--- src/core/p9mux_pkg.sv ---
package p9mux_pkg;
  // Pin count of the port
  localparam int unsigned NPIN = 16;
  // Word indices; byte address is four times the index
  localparam logic [29:0] IDX_DRV = 30'h0FFFFC72;
  localparam logic [29:0] IDX_DRV_H = 30'h0FFFFC73;
  localparam logic [29:0] IDX_DATA = 30'h0FFFFC60;
  localparam logic [29:0] IDX_DIR = 30'h0FFFFC61;
  localparam logic [29:0] IDX_MODE = 30'h0FFFFC62;
  localparam logic [29:0] IDX_FSEL = 30'h0FFFFC64;
  localparam logic [29:0] IDX_XSEL = 30'h0FFFFC66;
  // Reset values
  localparam logic [15:0] RST_DRV = 16'h0000;
  localparam logic [15:0] RST_DIR = 16'hFFFF;
  localparam logic [15:0] RST_ZERO = 16'h0000;
  // Only bits 15, 14 and 7..0 of the extension select exist
  localparam logic [15:0] XSEL_MASK = 16'hC0FF;
  // Two-bit select codes {ext_function_select, function_select}
  localparam logic [1:0] SEL_00 = 2'h0;
  localparam logic [1:0] SEL_01 = 2'h1;
  localparam logic [1:0] SEL_10 = 2'h2;
  localparam logic [1:0] SEL_11 = 2'h3;
  // Byte lane positions
  localparam int unsigned LO_MSB = 7;
  localparam int unsigned HI_LSB = 8;
endpackage

--- src/core/p9mux_pad_if.sv ---
`timescale 1ns/1ps
interface p9mux_pad_if;
  logic [15:0] alt_o;   // Alternate function output level
  logic [15:0] alt_oe;  // Alternate function drives the pin
  logic [15:0] alt_en;  // Pin is in alternate mode
  logic [15:0] port_o;  // Port output latch
  logic [15:0] port_oe; // Port direction is output
  logic [15:0] od;      // Open-drain select
  logic [15:0] pad_o;   // Resolved pin level
  logic [15:0] pad_oe;  // Resolved pin enable
  modport core (output alt_o, alt_oe, alt_en, port_o, port_oe, od, input pad_o, pad_oe);
  modport pad (input alt_o, alt_oe, alt_en, port_o, port_oe, od, output pad_o, pad_oe);
endinterface

--- src/core/p9mux_pad.sv ---
`timescale 1ns/1ps
module p9mux_pad (
  p9mux_pad_if.pad pif
);
  genvar k;
  // One driver stage per pin
  generate
    for (k = 0; k < 16; k++) begin : g_pad
      logic lvl;
      logic en;
      // Alternate mode takes the pin away from the port latch
      assign lvl = pif.alt_en[k] ? pif.alt_o[k] : pif.port_o[k];
      assign en = pif.alt_en[k] ? pif.alt_oe[k] : pif.port_oe[k];
      // Open drain only ever pulls low; a high is left to the pull-up
      assign pif.pad_oe[k] = en & (~pif.od[k] | ~lvl);
      assign pif.pad_o[k] = lvl & ~pif.od[k];
    end
  endgenerate
endmodule

--- src/core/p9mux_tmr_pin.sv ---
`timescale 1ns/1ps
module p9mux_tmr_pin (
  input wire logic en,
  input wire logic [1:0] sel,
  input wire logic pin_in,
  input wire logic addr_bit,
  input wire logic tmr_out,
  output logic cap_in,
  output logic alt_o,
  output logic alt_oe
);
  // Address, capture, timer output; the fourth code drives nothing
  always_comb begin
    alt_o = 1'b0;
    alt_oe = 1'b0;
    case (sel)
      p9mux_pkg::SEL_00: begin
        alt_o = addr_bit;
        alt_oe = 1'b1;
      end
      p9mux_pkg::SEL_10: begin
        alt_o = tmr_out;
        alt_oe = 1'b1;
      end
      default: begin
        alt_oe = 1'b0;
      end
    endcase
  end
  // Capture sees the pin only when chosen, else a quiet low
  assign cap_in = (en && sel == p9mux_pkg::SEL_01) ? pin_in : 1'b0;
endmodule

--- src/core/p9mux_top.sv ---
`timescale 1ns/1ps
// Operation
// - Pin 15: addr, irq6, tmr5c0 cap, tmr5c0 out
// - Pin 14: addr, irq5, tmr5c1 cap, tmr5c1 out
// - Pin 13: addr or irq4
// - Pin 12: addr or csi3 clock
// - Pin 11: addr or csi3 data out
// - Pin 10: addr or csi3 data in
// - Pin 9: addr or csi1 clock
// - Pin 8: addr or csi1 data out
// - Pin 7: addr, csi1 in, tmr2c0 cap/out
// - Pin 6: addr, -, tmr2c1 cap/out
// - Pins 2-5: addr, capture, timer output
// - Pin 1: addr, key7, uart rx, clock
// - Pin 0: addr, key6, uart tx, data
// - Drive bit set gives open drain
// - Drive type register resets to zero
// - Drive type: word and byte access
// - High byte view holds bits 8-15
// - Mode bit zero keeps plain port
module p9mux_top (
  input wire logic pclk,
  input wire logic presetn,
  input wire logic psel,
  input wire logic penable,
  input wire logic pwrite,
  input wire logic [31:0] paddr,
  input wire logic [31:0] pwdata,
  input wire logic [3:0] pstrb,
  output logic [31:0] prdata,
  output logic pready,
  output logic pslverr,
  input wire logic [15:0] pad_in,
  output logic [15:0] pad_out,
  output logic [15:0] pad_oe,
  input wire logic [15:0] address_bus_out,
  output logic ext_irq4_in,
  output logic ext_irq5_in,
  output logic ext_irq6_in,
  output logic timer5_ch0_capture_in,
  input wire logic timer5_ch0_out,
  output logic timer5_ch1_capture_in,
  input wire logic timer5_ch1_out,
  output logic timer2_ch0_capture_in,
  input wire logic timer2_ch0_out,
  output logic timer2_ch1_capture_in,
  input wire logic timer2_ch1_out,
  output logic timer3_ch0_capture_in,
  input wire logic timer3_ch0_out,
  output logic timer3_ch1_capture_in,
  input wire logic timer3_ch1_out,
  output logic timer4_ch0_capture_in,
  input wire logic timer4_ch0_out,
  output logic timer4_ch1_capture_in,
  input wire logic timer4_ch1_out,
  output logic csi3_serial_clock_in,
  input wire logic csi3_serial_clock_out,
  input wire logic csi3_serial_clock_oe,
  input wire logic csi3_data_out,
  output logic csi3_data_in,
  output logic csi1_serial_clock_in,
  input wire logic csi1_serial_clock_out,
  input wire logic csi1_serial_clock_oe,
  input wire logic csi1_data_out,
  output logic csi1_data_in,
  output logic key_return6_in,
  output logic key_return7_in,
  output logic uart1_receive_in,
  input wire logic uart1_transmit_out,
  output logic two_wire_clock_in,
  input wire logic two_wire_clock_out,
  input wire logic two_wire_clock_oe,
  output logic two_wire_data_in,
  input wire logic two_wire_data_out,
  input wire logic two_wire_data_oe
);
  logic [15:0] data_r;  // Port output latch
  logic [15:0] dir_r;   // One means input
  logic [15:0] mode_r;  // One means alternate function
  logic [15:0] fsel_r;  // function_select bits
  logic [15:0] xsel_r;  // ext_function_select bits
  logic [15:0] drv_r;   // output_drive_type bits
  logic [31:0] rd_r;    // Registered read data
  logic rdy_r;          // Access phase answer
  logic err_r;          // Unmapped address seen in setup
  logic [31:0] rd_nxt;  // Read data before the flop
  logic map_nxt;        // Address decodes to a register
  logic wr_go;          // Write lands this edge
  logic [15:0] wd_lo;   // Low byte write mask
  logic [15:0] wd_hi;   // High byte write mask
  logic [15:0] wdat;    // Write data in register layout
  logic [1:0] sel [16]; // Per-pin select code
  logic [15:0] alt_o;   // Per-pin alternate output
  logic [15:0] alt_oe;  // Per-pin alternate enable
  logic [5:2] g_cap;    // Capture inputs of pins 2-5
  logic [5:2] g_tmr;    // Timer outputs of pins 2-5
  logic [5:2] g_o;      // Generic pin outputs
  logic [5:2] g_oe;     // Generic pin enables

  p9mux_pad_if pif ();

  // True when the current address hits the given word index
  function automatic logic hit(input logic [31:0] a, input logic [29:0] idx);
    return a[31:2] == idx;
  endfunction

  // True when a pin is in alternate mode with the given code
  function automatic logic on(input logic m, input logic [1:0] s, input logic [1:0] c);
    return m && (s == c);
  endfunction

  // Select codes; single-bit pins see zero in the upper bit
  always_comb begin
    for (int i = 0; i < 16; i++) begin
      sel[i] = {xsel_r[i], fsel_r[i]};
    end
  end

  // Read mux and decode for the setup cycle
  always_comb begin
    rd_nxt = 32'h00000000;
    map_nxt = 1'b1;
    if (hit(paddr, p9mux_pkg::IDX_DRV)) begin
      rd_nxt[15:0] = drv_r;
    end else if (hit(paddr, p9mux_pkg::IDX_DRV_H)) begin
      rd_nxt[7:0] = drv_r[15:8];
    end else if (hit(paddr, p9mux_pkg::IDX_DATA)) begin
      // Inputs read the pin, outputs read back the latch
      rd_nxt[15:0] = (dir_r & pad_in) | (~dir_r & data_r);
    end else if (hit(paddr, p9mux_pkg::IDX_DIR)) begin
      rd_nxt[15:0] = dir_r;
    end else if (hit(paddr, p9mux_pkg::IDX_MODE)) begin
      rd_nxt[15:0] = mode_r;
    end else if (hit(paddr, p9mux_pkg::IDX_FSEL)) begin
      rd_nxt[15:0] = fsel_r;
    end else if (hit(paddr, p9mux_pkg::IDX_XSEL)) begin
      rd_nxt[15:0] = xsel_r;
    end else begin
      map_nxt = 1'b0;
    end
  end

  // Answer one cycle after setup: zero wait states, data from a flop
  always_ff @(posedge pclk or negedge presetn) begin
    if (!presetn) begin
      rdy_r <= 1'b0;
      err_r <= 1'b0;
      rd_r <= 32'h00000000;
    end else begin
      rdy_r <= psel & ~penable;
      err_r <= psel & ~penable & ~map_nxt;
      if (psel && !penable && !pwrite) begin
        rd_r <= rd_nxt;
      end
    end
  end

  assign pready = rdy_r;
  assign pslverr = rdy_r & err_r;
  assign prdata = rd_r;

  // A write takes effect only at the completing edge
  assign wr_go = psel & penable & pwrite & rdy_r & ~err_r;
  assign wd_lo = pstrb[0] ? 16'h00FF : 16'h0000;
  assign wd_hi = pstrb[1] ? 16'hFF00 : 16'h0000;
  assign wdat = pwdata[15:0];

  // Drive type: full word or the high byte view at its own index
  always_ff @(posedge pclk or negedge presetn) begin
    if (!presetn) begin
      drv_r <= p9mux_pkg::RST_DRV;
    end else if (wr_go && hit(paddr, p9mux_pkg::IDX_DRV)) begin
      drv_r <= (drv_r & ~(wd_lo | wd_hi)) | (wdat & (wd_lo | wd_hi));
    end else if (wr_go && hit(paddr, p9mux_pkg::IDX_DRV_H) && pstrb[0]) begin
      drv_r[15:8] <= pwdata[7:0];
    end
  end

  // Port latch and direction
  always_ff @(posedge pclk or negedge presetn) begin
    if (!presetn) begin
      data_r <= p9mux_pkg::RST_ZERO;
      dir_r <= p9mux_pkg::RST_DIR;
    end else if (wr_go && hit(paddr, p9mux_pkg::IDX_DATA)) begin
      data_r <= (data_r & ~(wd_lo | wd_hi)) | (wdat & (wd_lo | wd_hi));
    end else if (wr_go && hit(paddr, p9mux_pkg::IDX_DIR)) begin
      dir_r <= (dir_r & ~(wd_lo | wd_hi)) | (wdat & (wd_lo | wd_hi));
    end
  end

  // Mode and select registers; absent extension bits stay zero
  always_ff @(posedge pclk or negedge presetn) begin
    if (!presetn) begin
      mode_r <= p9mux_pkg::RST_ZERO;
      fsel_r <= p9mux_pkg::RST_ZERO;
      xsel_r <= p9mux_pkg::RST_ZERO;
    end else if (wr_go && hit(paddr, p9mux_pkg::IDX_MODE)) begin
      mode_r <= (mode_r & ~(wd_lo | wd_hi)) | (wdat & (wd_lo | wd_hi));
    end else if (wr_go && hit(paddr, p9mux_pkg::IDX_FSEL)) begin
      fsel_r <= (fsel_r & ~(wd_lo | wd_hi)) | (wdat & (wd_lo | wd_hi));
    end else if (wr_go && hit(paddr, p9mux_pkg::IDX_XSEL)) begin
      xsel_r <= ((xsel_r & ~(wd_lo | wd_hi)) | (wdat & (wd_lo | wd_hi))) & p9mux_pkg::XSEL_MASK;
    end
  end

  // Pins 2-5 share one shape: address, capture, timer output
  assign g_tmr = {timer3_ch0_out, timer3_ch1_out, timer4_ch0_out, timer4_ch1_out};
  genvar gk;
  generate
    for (gk = 2; gk <= 5; gk++) begin : g_tmr_pin
      p9mux_tmr_pin u_pin (
        .en(mode_r[gk]),
        .sel(sel[gk]),
        .pin_in(pad_in[gk]),
        .addr_bit(address_bus_out[gk]),
        .tmr_out(g_tmr[gk]),
        .cap_in(g_cap[gk]),
        .alt_o(g_o[gk]),
        .alt_oe(g_oe[gk])
      );
    end
  endgenerate
  assign {timer3_ch0_capture_in, timer3_ch1_capture_in} = {g_cap[5], g_cap[4]};
  assign {timer4_ch0_capture_in, timer4_ch1_capture_in} = {g_cap[3], g_cap[2]};

  // Output side of the mux; undecoded and input codes leave oe low
  always_comb begin
    alt_o = 16'h0000;
    alt_oe = 16'h0000;
    alt_o[5:2] = g_o;
    alt_oe[5:2] = g_oe;
    // Pin 15
    case (sel[15])
      p9mux_pkg::SEL_00: {alt_o[15], alt_oe[15]} = {address_bus_out[15], 1'b1};
      p9mux_pkg::SEL_11: {alt_o[15], alt_oe[15]} = {timer5_ch0_out, 1'b1};
      default: alt_oe[15] = 1'b0;
    endcase
    // Pin 14
    case (sel[14])
      p9mux_pkg::SEL_00: {alt_o[14], alt_oe[14]} = {address_bus_out[14], 1'b1};
      p9mux_pkg::SEL_11: {alt_o[14], alt_oe[14]} = {timer5_ch1_out, 1'b1};
      default: alt_oe[14] = 1'b0;
    endcase
    // Single-bit pins 13 to 8
    {alt_o[13], alt_oe[13]} = fsel_r[13] ? 2'b00 : {address_bus_out[13], 1'b1};
    if (fsel_r[12]) begin
      {alt_o[12], alt_oe[12]} = {csi3_serial_clock_out, csi3_serial_clock_oe};
    end else begin
      {alt_o[12], alt_oe[12]} = {address_bus_out[12], 1'b1};
    end
    {alt_o[11], alt_oe[11]} = {fsel_r[11] ? csi3_data_out : address_bus_out[11], 1'b1};
    {alt_o[10], alt_oe[10]} = fsel_r[10] ? 2'b00 : {address_bus_out[10], 1'b1};
    if (fsel_r[9]) begin
      {alt_o[9], alt_oe[9]} = {csi1_serial_clock_out, csi1_serial_clock_oe};
    end else begin
      {alt_o[9], alt_oe[9]} = {address_bus_out[9], 1'b1};
    end
    {alt_o[8], alt_oe[8]} = {fsel_r[8] ? csi1_data_out : address_bus_out[8], 1'b1};
    // Pin 7
    case (sel[7])
      p9mux_pkg::SEL_00: {alt_o[7], alt_oe[7]} = {address_bus_out[7], 1'b1};
      p9mux_pkg::SEL_11: {alt_o[7], alt_oe[7]} = {timer2_ch0_out, 1'b1};
      default: alt_oe[7] = 1'b0;
    endcase
    // Pin 6; code 01 is prohibited and stays undriven
    case (sel[6])
      p9mux_pkg::SEL_00: {alt_o[6], alt_oe[6]} = {address_bus_out[6], 1'b1};
      p9mux_pkg::SEL_11: {alt_o[6], alt_oe[6]} = {timer2_ch1_out, 1'b1};
      default: alt_oe[6] = 1'b0;
    endcase
    // Pin 1; the clock drives only on the peripheral's own enable
    case (sel[1])
      p9mux_pkg::SEL_00: {alt_o[1], alt_oe[1]} = {address_bus_out[1], 1'b1};
      p9mux_pkg::SEL_11: {alt_o[1], alt_oe[1]} = {two_wire_clock_out, two_wire_clock_oe};
      default: alt_oe[1] = 1'b0;
    endcase
    // Pin 0
    case (sel[0])
      p9mux_pkg::SEL_00: {alt_o[0], alt_oe[0]} = {address_bus_out[0], 1'b1};
      p9mux_pkg::SEL_10: {alt_o[0], alt_oe[0]} = {uart1_transmit_out, 1'b1};
      p9mux_pkg::SEL_11: {alt_o[0], alt_oe[0]} = {two_wire_data_out, two_wire_data_oe};
      default: alt_oe[0] = 1'b0;
    endcase
  end

  // Input side: a function not selected sees its idle level
  assign ext_irq6_in = on(mode_r[15], sel[15], p9mux_pkg::SEL_01) & pad_in[15];
  assign timer5_ch0_capture_in = on(mode_r[15], sel[15], p9mux_pkg::SEL_10) & pad_in[15];
  assign ext_irq5_in = on(mode_r[14], sel[14], p9mux_pkg::SEL_01) & pad_in[14];
  assign timer5_ch1_capture_in = on(mode_r[14], sel[14], p9mux_pkg::SEL_10) & pad_in[14];
  assign ext_irq4_in = mode_r[13] & fsel_r[13] & pad_in[13];
  assign csi3_serial_clock_in = (mode_r[12] & fsel_r[12]) ? pad_in[12] : 1'b1;
  assign csi3_data_in = (mode_r[10] & fsel_r[10]) ? pad_in[10] : 1'b1;
  assign csi1_serial_clock_in = (mode_r[9] & fsel_r[9]) ? pad_in[9] : 1'b1;
  assign csi1_data_in = on(mode_r[7], sel[7], p9mux_pkg::SEL_01) ? pad_in[7] : 1'b1;
  assign timer2_ch0_capture_in = on(mode_r[7], sel[7], p9mux_pkg::SEL_10) & pad_in[7];
  assign timer2_ch1_capture_in = on(mode_r[6], sel[6], p9mux_pkg::SEL_10) & pad_in[6];
  // Code 10 feeds both receivers; software keeps one of them idle
  assign key_return7_in = (on(mode_r[1], sel[1], p9mux_pkg::SEL_01) |
                           on(mode_r[1], sel[1], p9mux_pkg::SEL_10)) ? pad_in[1] : 1'b1;
  assign uart1_receive_in = on(mode_r[1], sel[1], p9mux_pkg::SEL_10) ? pad_in[1] : 1'b1;
  assign two_wire_clock_in = on(mode_r[1], sel[1], p9mux_pkg::SEL_11) ? pad_in[1] : 1'b1;
  assign key_return6_in = on(mode_r[0], sel[0], p9mux_pkg::SEL_01) ? pad_in[0] : 1'b1;
  assign two_wire_data_in = on(mode_r[0], sel[0], p9mux_pkg::SEL_11) ? pad_in[0] : 1'b1;

  // Hand the per-pin intent to the pad stage
  assign pif.alt_o = alt_o;
  assign pif.alt_oe = alt_oe;
  assign pif.alt_en = mode_r;
  assign pif.port_o = data_r;
  assign pif.port_oe = ~dir_r;
  assign pif.od = drv_r;
  assign pad_out = pif.pad_o;
  assign pad_oe = pif.pad_oe;

  p9mux_pad u_pad (
    .pif(pif.pad)
  );

  // Checks
  a_drv_reset: assert property (@(posedge pclk) $rose(presetn) |-> drv_r == 16'h0000)
    else $error("drive type not zero after reset");
  a_port_mode: assert property (@(posedge pclk) disable iff (!presetn)
    !mode_r[3] && !dir_r[3] |-> pad_oe[3] == (!drv_r[3] || !data_r[3]))
    else $error("port mode pin not following latch");
  a_od_high: assert property (@(posedge pclk) disable iff (!presetn)
    drv_r[8] |-> !pad_out[8])
    else $error("open drain pin driven high");
  a_pin6_prohib: assert property (@(posedge pclk) disable iff (!presetn)
    mode_r[6] && sel[6] == 2'h1 |-> !pad_oe[6])
    else $error("prohibited code drives pin 6");
  a_pin4_prohib: assert property (@(posedge pclk) disable iff (!presetn)
    mode_r[4] && sel[4] == 2'h3 |-> !pad_oe[4] && !timer3_ch1_capture_in)
    else $error("prohibited code drives pin 4");
  a_pin15_addr: assert property (@(posedge pclk) disable iff (!presetn)
    mode_r[15] && sel[15] == 2'h0 && !drv_r[15] |-> pad_oe[15] && pad_out[15] == address_bus_out[15])
    else $error("pin 15 address route wrong");
  a_pin14_tmr: assert property (@(posedge pclk) disable iff (!presetn)
    mode_r[14] && sel[14] == 2'h2 |-> timer5_ch1_capture_in == pad_in[14] && !pad_oe[14])
    else $error("pin 14 capture route wrong");
  a_pin1_rx: assert property (@(posedge pclk) disable iff (!presetn)
    mode_r[1] && sel[1] == 2'h2 |-> uart1_receive_in == pad_in[1] && key_return7_in == pad_in[1])
    else $error("pin 1 receive route wrong");
  a_pin0_tx: assert property (@(posedge pclk) disable iff (!presetn)
    mode_r[0] && sel[0] == 2'h2 && !drv_r[0] |-> pad_out[0] == uart1_transmit_out)
    else $error("pin 0 transmit route wrong");
  a_hview_write: assert property (@(posedge pclk) disable iff (!presetn)
    wr_go && hit(paddr, p9mux_pkg::IDX_DRV_H) && pstrb[0] |=> drv_r[15:8] == $past(pwdata[7:0]))
    else $error("high byte view write lost");
  a_apb_answer: assert property (@(posedge pclk) disable iff (!presetn)
    psel && !penable |=> pready ##1 !pready || (psel && !penable))
    else $error("bus answer timing wrong");
  c_addr_bus: cover property (@(posedge pclk) disable iff (!presetn) mode_r == 16'hFFFF && fsel_r == 16'h0000);
  c_open_drain: cover property (@(posedge pclk) disable iff (!presetn) drv_r[0] && mode_r[0] && sel[0] == 2'h3);
  c_key7: cover property (@(posedge pclk) disable iff (!presetn) mode_r[1] && sel[1] == 2'h1);
  c_slverr: cover property (@(posedge pclk) disable iff (!presetn) pslverr);
endmodule

--- config.mk ---
export PLATFORM = sky130hd
export DESIGN_NAME = p9mux_top
export DESIGN_NICKNAME = d
export VERILOG_FILES = /design/src/core/p9mux_pkg.sv /design/src/core/p9mux_pad_if.sv /design/src/core/p9mux_pad.sv /design/src/core/p9mux_tmr_pin.sv /design/src/core/p9mux_top.sv
export SDC_FILE = /design/constraint.sdc
export NUM_CORES = 1
export LEC_CHECK = 0
export ABC_CLOCK_PERIOD_IN_PS = 3700
export BUFFER_PORTS_ARGS = -buffer_cell sky130_fd_sc_hd__buf_4
export CORE_MARGIN = 5
export CORE_UTILIZATION = 38
export DETAILED_ROUTE_END_ITERATION = 16
export PLACE_DENSITY_LB_ADDON = 0.1
export SLEW_MARGIN = 20
export SYNTH_ARGS = -nofsm -noshare
export SYNTH_HDL_FRONTEND = slang
export SYNTH_SLANG_ARGS = --single-unit
--- constraint.sdc ---
create_clock -name pclk -period 3.7 [get_ports pclk]
set_clock_uncertainty 0.2 [all_clocks]
set_input_delay 0.185 -clock pclk [delete_from_list [all_inputs] [get_ports pclk]]
set_output_delay 0.185 -clock pclk [all_outputs]
set_load 0.005 [all_outputs]
# Word-level counts from Yosys, hierarchy flattened
# Cells that the tools add are included.
# totals
reg_bits	108
input_bits	124
# classes
n_eq_ne	32
mux	92
bitwise	124
n_reduce_logical	51
# ops
op	n
== test 30 x 28 -> 1 bit (second input constant)	7
bitwise AND 16 bit	9
2-to-1 mux 16 bit	7
OR 16 bit	7
2-to-1 mux 1 bit	66
bitwise AND 1 bit	50
2-to-1 mux 8 bit	5
NOT 1 bit	38
== test 2 bit (second input constant)	16
NOT 16 bit	2
logical AND 1 bit	26
one-hot mux 1 bit (2 select lines)	11
zero test 2 bit	10
== test 2 x 1 -> 1 bit (second input constant)	9
OR reduction 2 bit	9
OR 1 bit	17
OR 8 x 16 -> 16 bit	1
2-to-1 mux 2 bit	2
AND reduction 2 bit	2
one-hot mux 1 bit (3 select lines)	1
AND reduction 3 bit	1
zero test 1 bit	2
nonzero test 2 bit	1

# Depth between registers and ports, before layout
# logic_depth
ltp_word	10
ltp_mapped	8
depth_no_buf	6

# Hierarchy
# Synthesis repeated with hierarchy kept, for this count alone.
# hier_totals
cells_unflattened	672
hier_area_um2	6862.8
# by_module_without_submodules
mod	n_inst	cells_per_inst	area_per_inst_um2
p9mux_top	1	556	6157.2
p9mux_pad	1	96	600.6
p9mux_tmr_pin	4	5	26.3

# Worst setup path after synthesis
# OpenSTA, ideal clock, no wires.
# synth_path
path_kind	input-to-reg
startpoint	input paddr[30]
endpoint	register with a tool-made name
setup_time_ps	125
arrival_time_ps	2069
required_time_ps	3375
path_slack_ps	1306
cell_stages	7
n_path_buf	2
path_cell_list	nand4bb_1 -> or3_1 -> clkbuf_1 -> or3_1 -> buf_4 -> nor3_4 -> mux2_2
# synth_lines
item	line_no	rtl
start, declared	p9mux_top.sv:27	input wire logic [31:0] paddr,

==> results.toml <==
[yosys]
synthArstFlopShare_pct = 100.0
synth_xor_area_share_pct = 0
yosys-top-cells-area = "dfrtp_1 34%, mux2_2 15%, dfstp_2 6.3%"
synth_cell_type_count = 55
synthMuxAreaShare_pct = 18.03
synth-simple-area-share_pct = 18.48
synth_seq_cells = 108
yosys.area.top_type = "dfrtp_1"
netlist_instances = 670
synth_compound_area_share_pct = 14.61
synth_area_um2 = 6696
ys_warn_count = 0
synthAdderAreaFrac_pct = 3.550
yosysTopAreaCellShare_pct = 34.38
avgSynthCellArea_um2 = 9.995
synth_top_family_by_area = "simple AND/OR/NAND/NOR gates"
synthFlopType = "dfrtp_1"
synth-seq-area-share_pct = 40.66
synth-edff-count = 0

[clock_tree]
root_buffer = "clkbuf_16"
ctsResizeCount = 0
cts_tree = "yes"
postCtsHoldBufs = 20
cts_setup_buffers = 0
cts.sinks = 108
path_clk_slew_ns = 0.07
numCtsBuffers = 9
clockBufferDepth = 2
htreeDepth = 3
clock_latency_ns = 0.35

[cells_and_area]
final_area_um2 = 8752
nets = 1009
final_common_cell = "buf_4"
drive_gt1_share_pct = 36.74
num_antenna_cells = 0
final_cells = 1096
area_growth_pct = 30.70
final_cell_mix = "189 x buf_4, 92 x mux2_2, 92 x dfrtp_1"

[critical_path]
critical_path_class = "in -> reg"
slowest_delay_ns = 0.75
worst_setup_path_end_kind = "register"
path_max_fanout = 15
crit_family = "simple AND/OR/NAND/NOR gates"
crit_chain = "buf_4, nand4bb_1, or3_1, or3_1, nor3_4, mux2_2"
cpMostUsedCell = "or3_1"
critPathBufInv = 1
cp.arrival_ns = 2.76
cp_slowest_cell = "or3_1"
worstPathRequired_ns = 3.78
cp-start-kind = "primary input"

[power_and_ir_drop]
power_switching_uw = 565.8
p_total_uw = 2399
combPwrFrac_pct = 10.9
power_leakage_uw = 0.004136
seq_power_share_pct = 50.0
ir_drop_v = 0.0002023
power_frac_clock_pct = 39.1
intPower_uw = 1833
powerDensity_nw_per_um2 = 274.1
swShare_pct = 23.59

[timing]
final_max_slew_viol_count = 0
final.setup.tns_ns = 0
tightest_slew_ns = 1.054
setup_viol = 0
fmax_ghz = 0.3732
finalCritPeriodShare_pct = 72.41
fin_crit_ns = 2.679
final-hold-violation-count = 0
rsz0062_at_grt = "false"
relSlewSlack_pct = 29.11

[global_routing]
overflow = 0
grtUsageMet1_pct = 29.09
met3_usage_pct = 2.947
grt_max_degree = 59
top_usage_layer = "met2"
first_global_vias = 6304
antenna_found_initial = 0
grt_pass1_wl_mm = 34.19
grtUsageTotal_pct = 21.41
grtUsageMet2_pct = 35.06

[drt]
post-route-drc-count = 0
vias = 6090
drtPass1Iterations = 7
vias_per_cell = 5.557
routed_wl_mm = 21.84
drt_iter0_drc = 325
wire_per_inst_um = 19.93
ant_nets = 0

[die]
die_area_um2 = 20380
chipHeight_um = 142.8
pin_count = 210
die_w_um = 142.8
core_um2 = 17300
rows = 48
start_util_pct = 38.72

[job]
drv_cap = 0

[outcome]
status = "complete, no violations"

[placement]
port_buffers = 173
placed_cell_area_um2 = 8269
dp.cells = 1060
gp_congestion = 0.9051
dp_hpwl_mm = 15.82

[min_path]
min_path_type = "in -> reg"
==> metal layers <==
layer  share of wire [%]  wire length (µm)  vias up
met1                  44              9698     2994
met3                 5.8              1261       39
met4                 2.5               554        0
li1                    -                 -     2842
met2                  47             10330      215
met5                   0                 0        -
==> power by group through the flow <==
stage / Sequential (µW) / Combinational, µW / Clock, µW
finish: 1200 / 261 / 938
global route: 1200 / 287 / 1000
CTS: 1200 / 263 / 964
detailed placement: 1220 / 246 / 0
global placement: 1220 / 241 / 0
floorplan: 1220 / 84.5 / 0
==> cell type report <==
class | count | area, µm²
Tap cell | 225 | 281.5
Fill cell | 1633 | 8544
Multi-Input combinational cell | 512 | 3732
Clock buffer | 15 | 277.8
Sequential cell | 108 | 2723
Clock inverter | 1 | 5.005
Inverter | 25 | 93.84
Timing Repair Buffer | 210 | 1639
==> metrics by stage <==
step / utilization [%] / worst slack (ns) / hold slack, ns
2_1_floorplan: - / 1.306 / -0.3106
3_5_place_dp: 47.81 / 0.6820 / 0.1074
6_report: 50.60 / 1.021 / 0.008380
4_1_cts: 50.60 / 1.057 / 0.0008218
5_1_grt: 50.60 / 0.7972 / 0.02137
3_3_place_gp: 47.81 / 0.6883 / 0.09360
==> cells in the mapped netlist (all sizes together) (3+ instances only) <==
cell type	instances
a221o	5
nand4	11
a21oi	32
buf	21
and2	9
nand2b	10
a31oi	7
nor3	21
o31ai	6
nor2b	26
inv	25
mux2	93
dfrtp	92
dfstp	16
nand3b	7
mux2i	16
or3	6
o311ai	5
o21ai	25
and4b	5
a2111oi	3
a211oi	15
a32oi	3
a221oi	8
nand3	12
ha	19
a22o	9
o21a	6
and3	11
nor4	8
clkbuf	19
o22ai	7
nand2	47
nor2	40
o41ai	6
==> logic make-up (layout without fill, tap and decap cells) <==
| family | Yosys count | count (layout) |
|---|---|---|
| simple gates | 224 | 224 |
| fa+ha+maj | 19 | 19 |
| other cells | 1 | 16 |
| buf+inv | 65 | 251 |
| flops | 108 | 108 |
| compound gates | 144 | 144 |
| mux | 109 | 109 |
==> worst register-to-register path, stage by stage, from the launching register on <==
cell	delay, ns
dfrtp_1	0.38
nor2b_1	0.27
nand3_1	0.30
or4_1	0.89
mux2_2	0.40
==> path summary, 6_finish.rpt <==
kind	from	endpoint	slack, ns	cells after the start
max in group asynchronous	presetn	async pin	2.20	3
max	paddr[30]	register	1.02	6
min	pad_in[13]	prdata[13]$_DFFE_PN0P_	0.008	3
min in group asynchronous	presetn	async pin	0.24	2
min reg2reg	register	register	0.31	1
max reg2reg	pready$_DFF_PN0_	register	1.14	4
(Power assumes the default switching activity.)
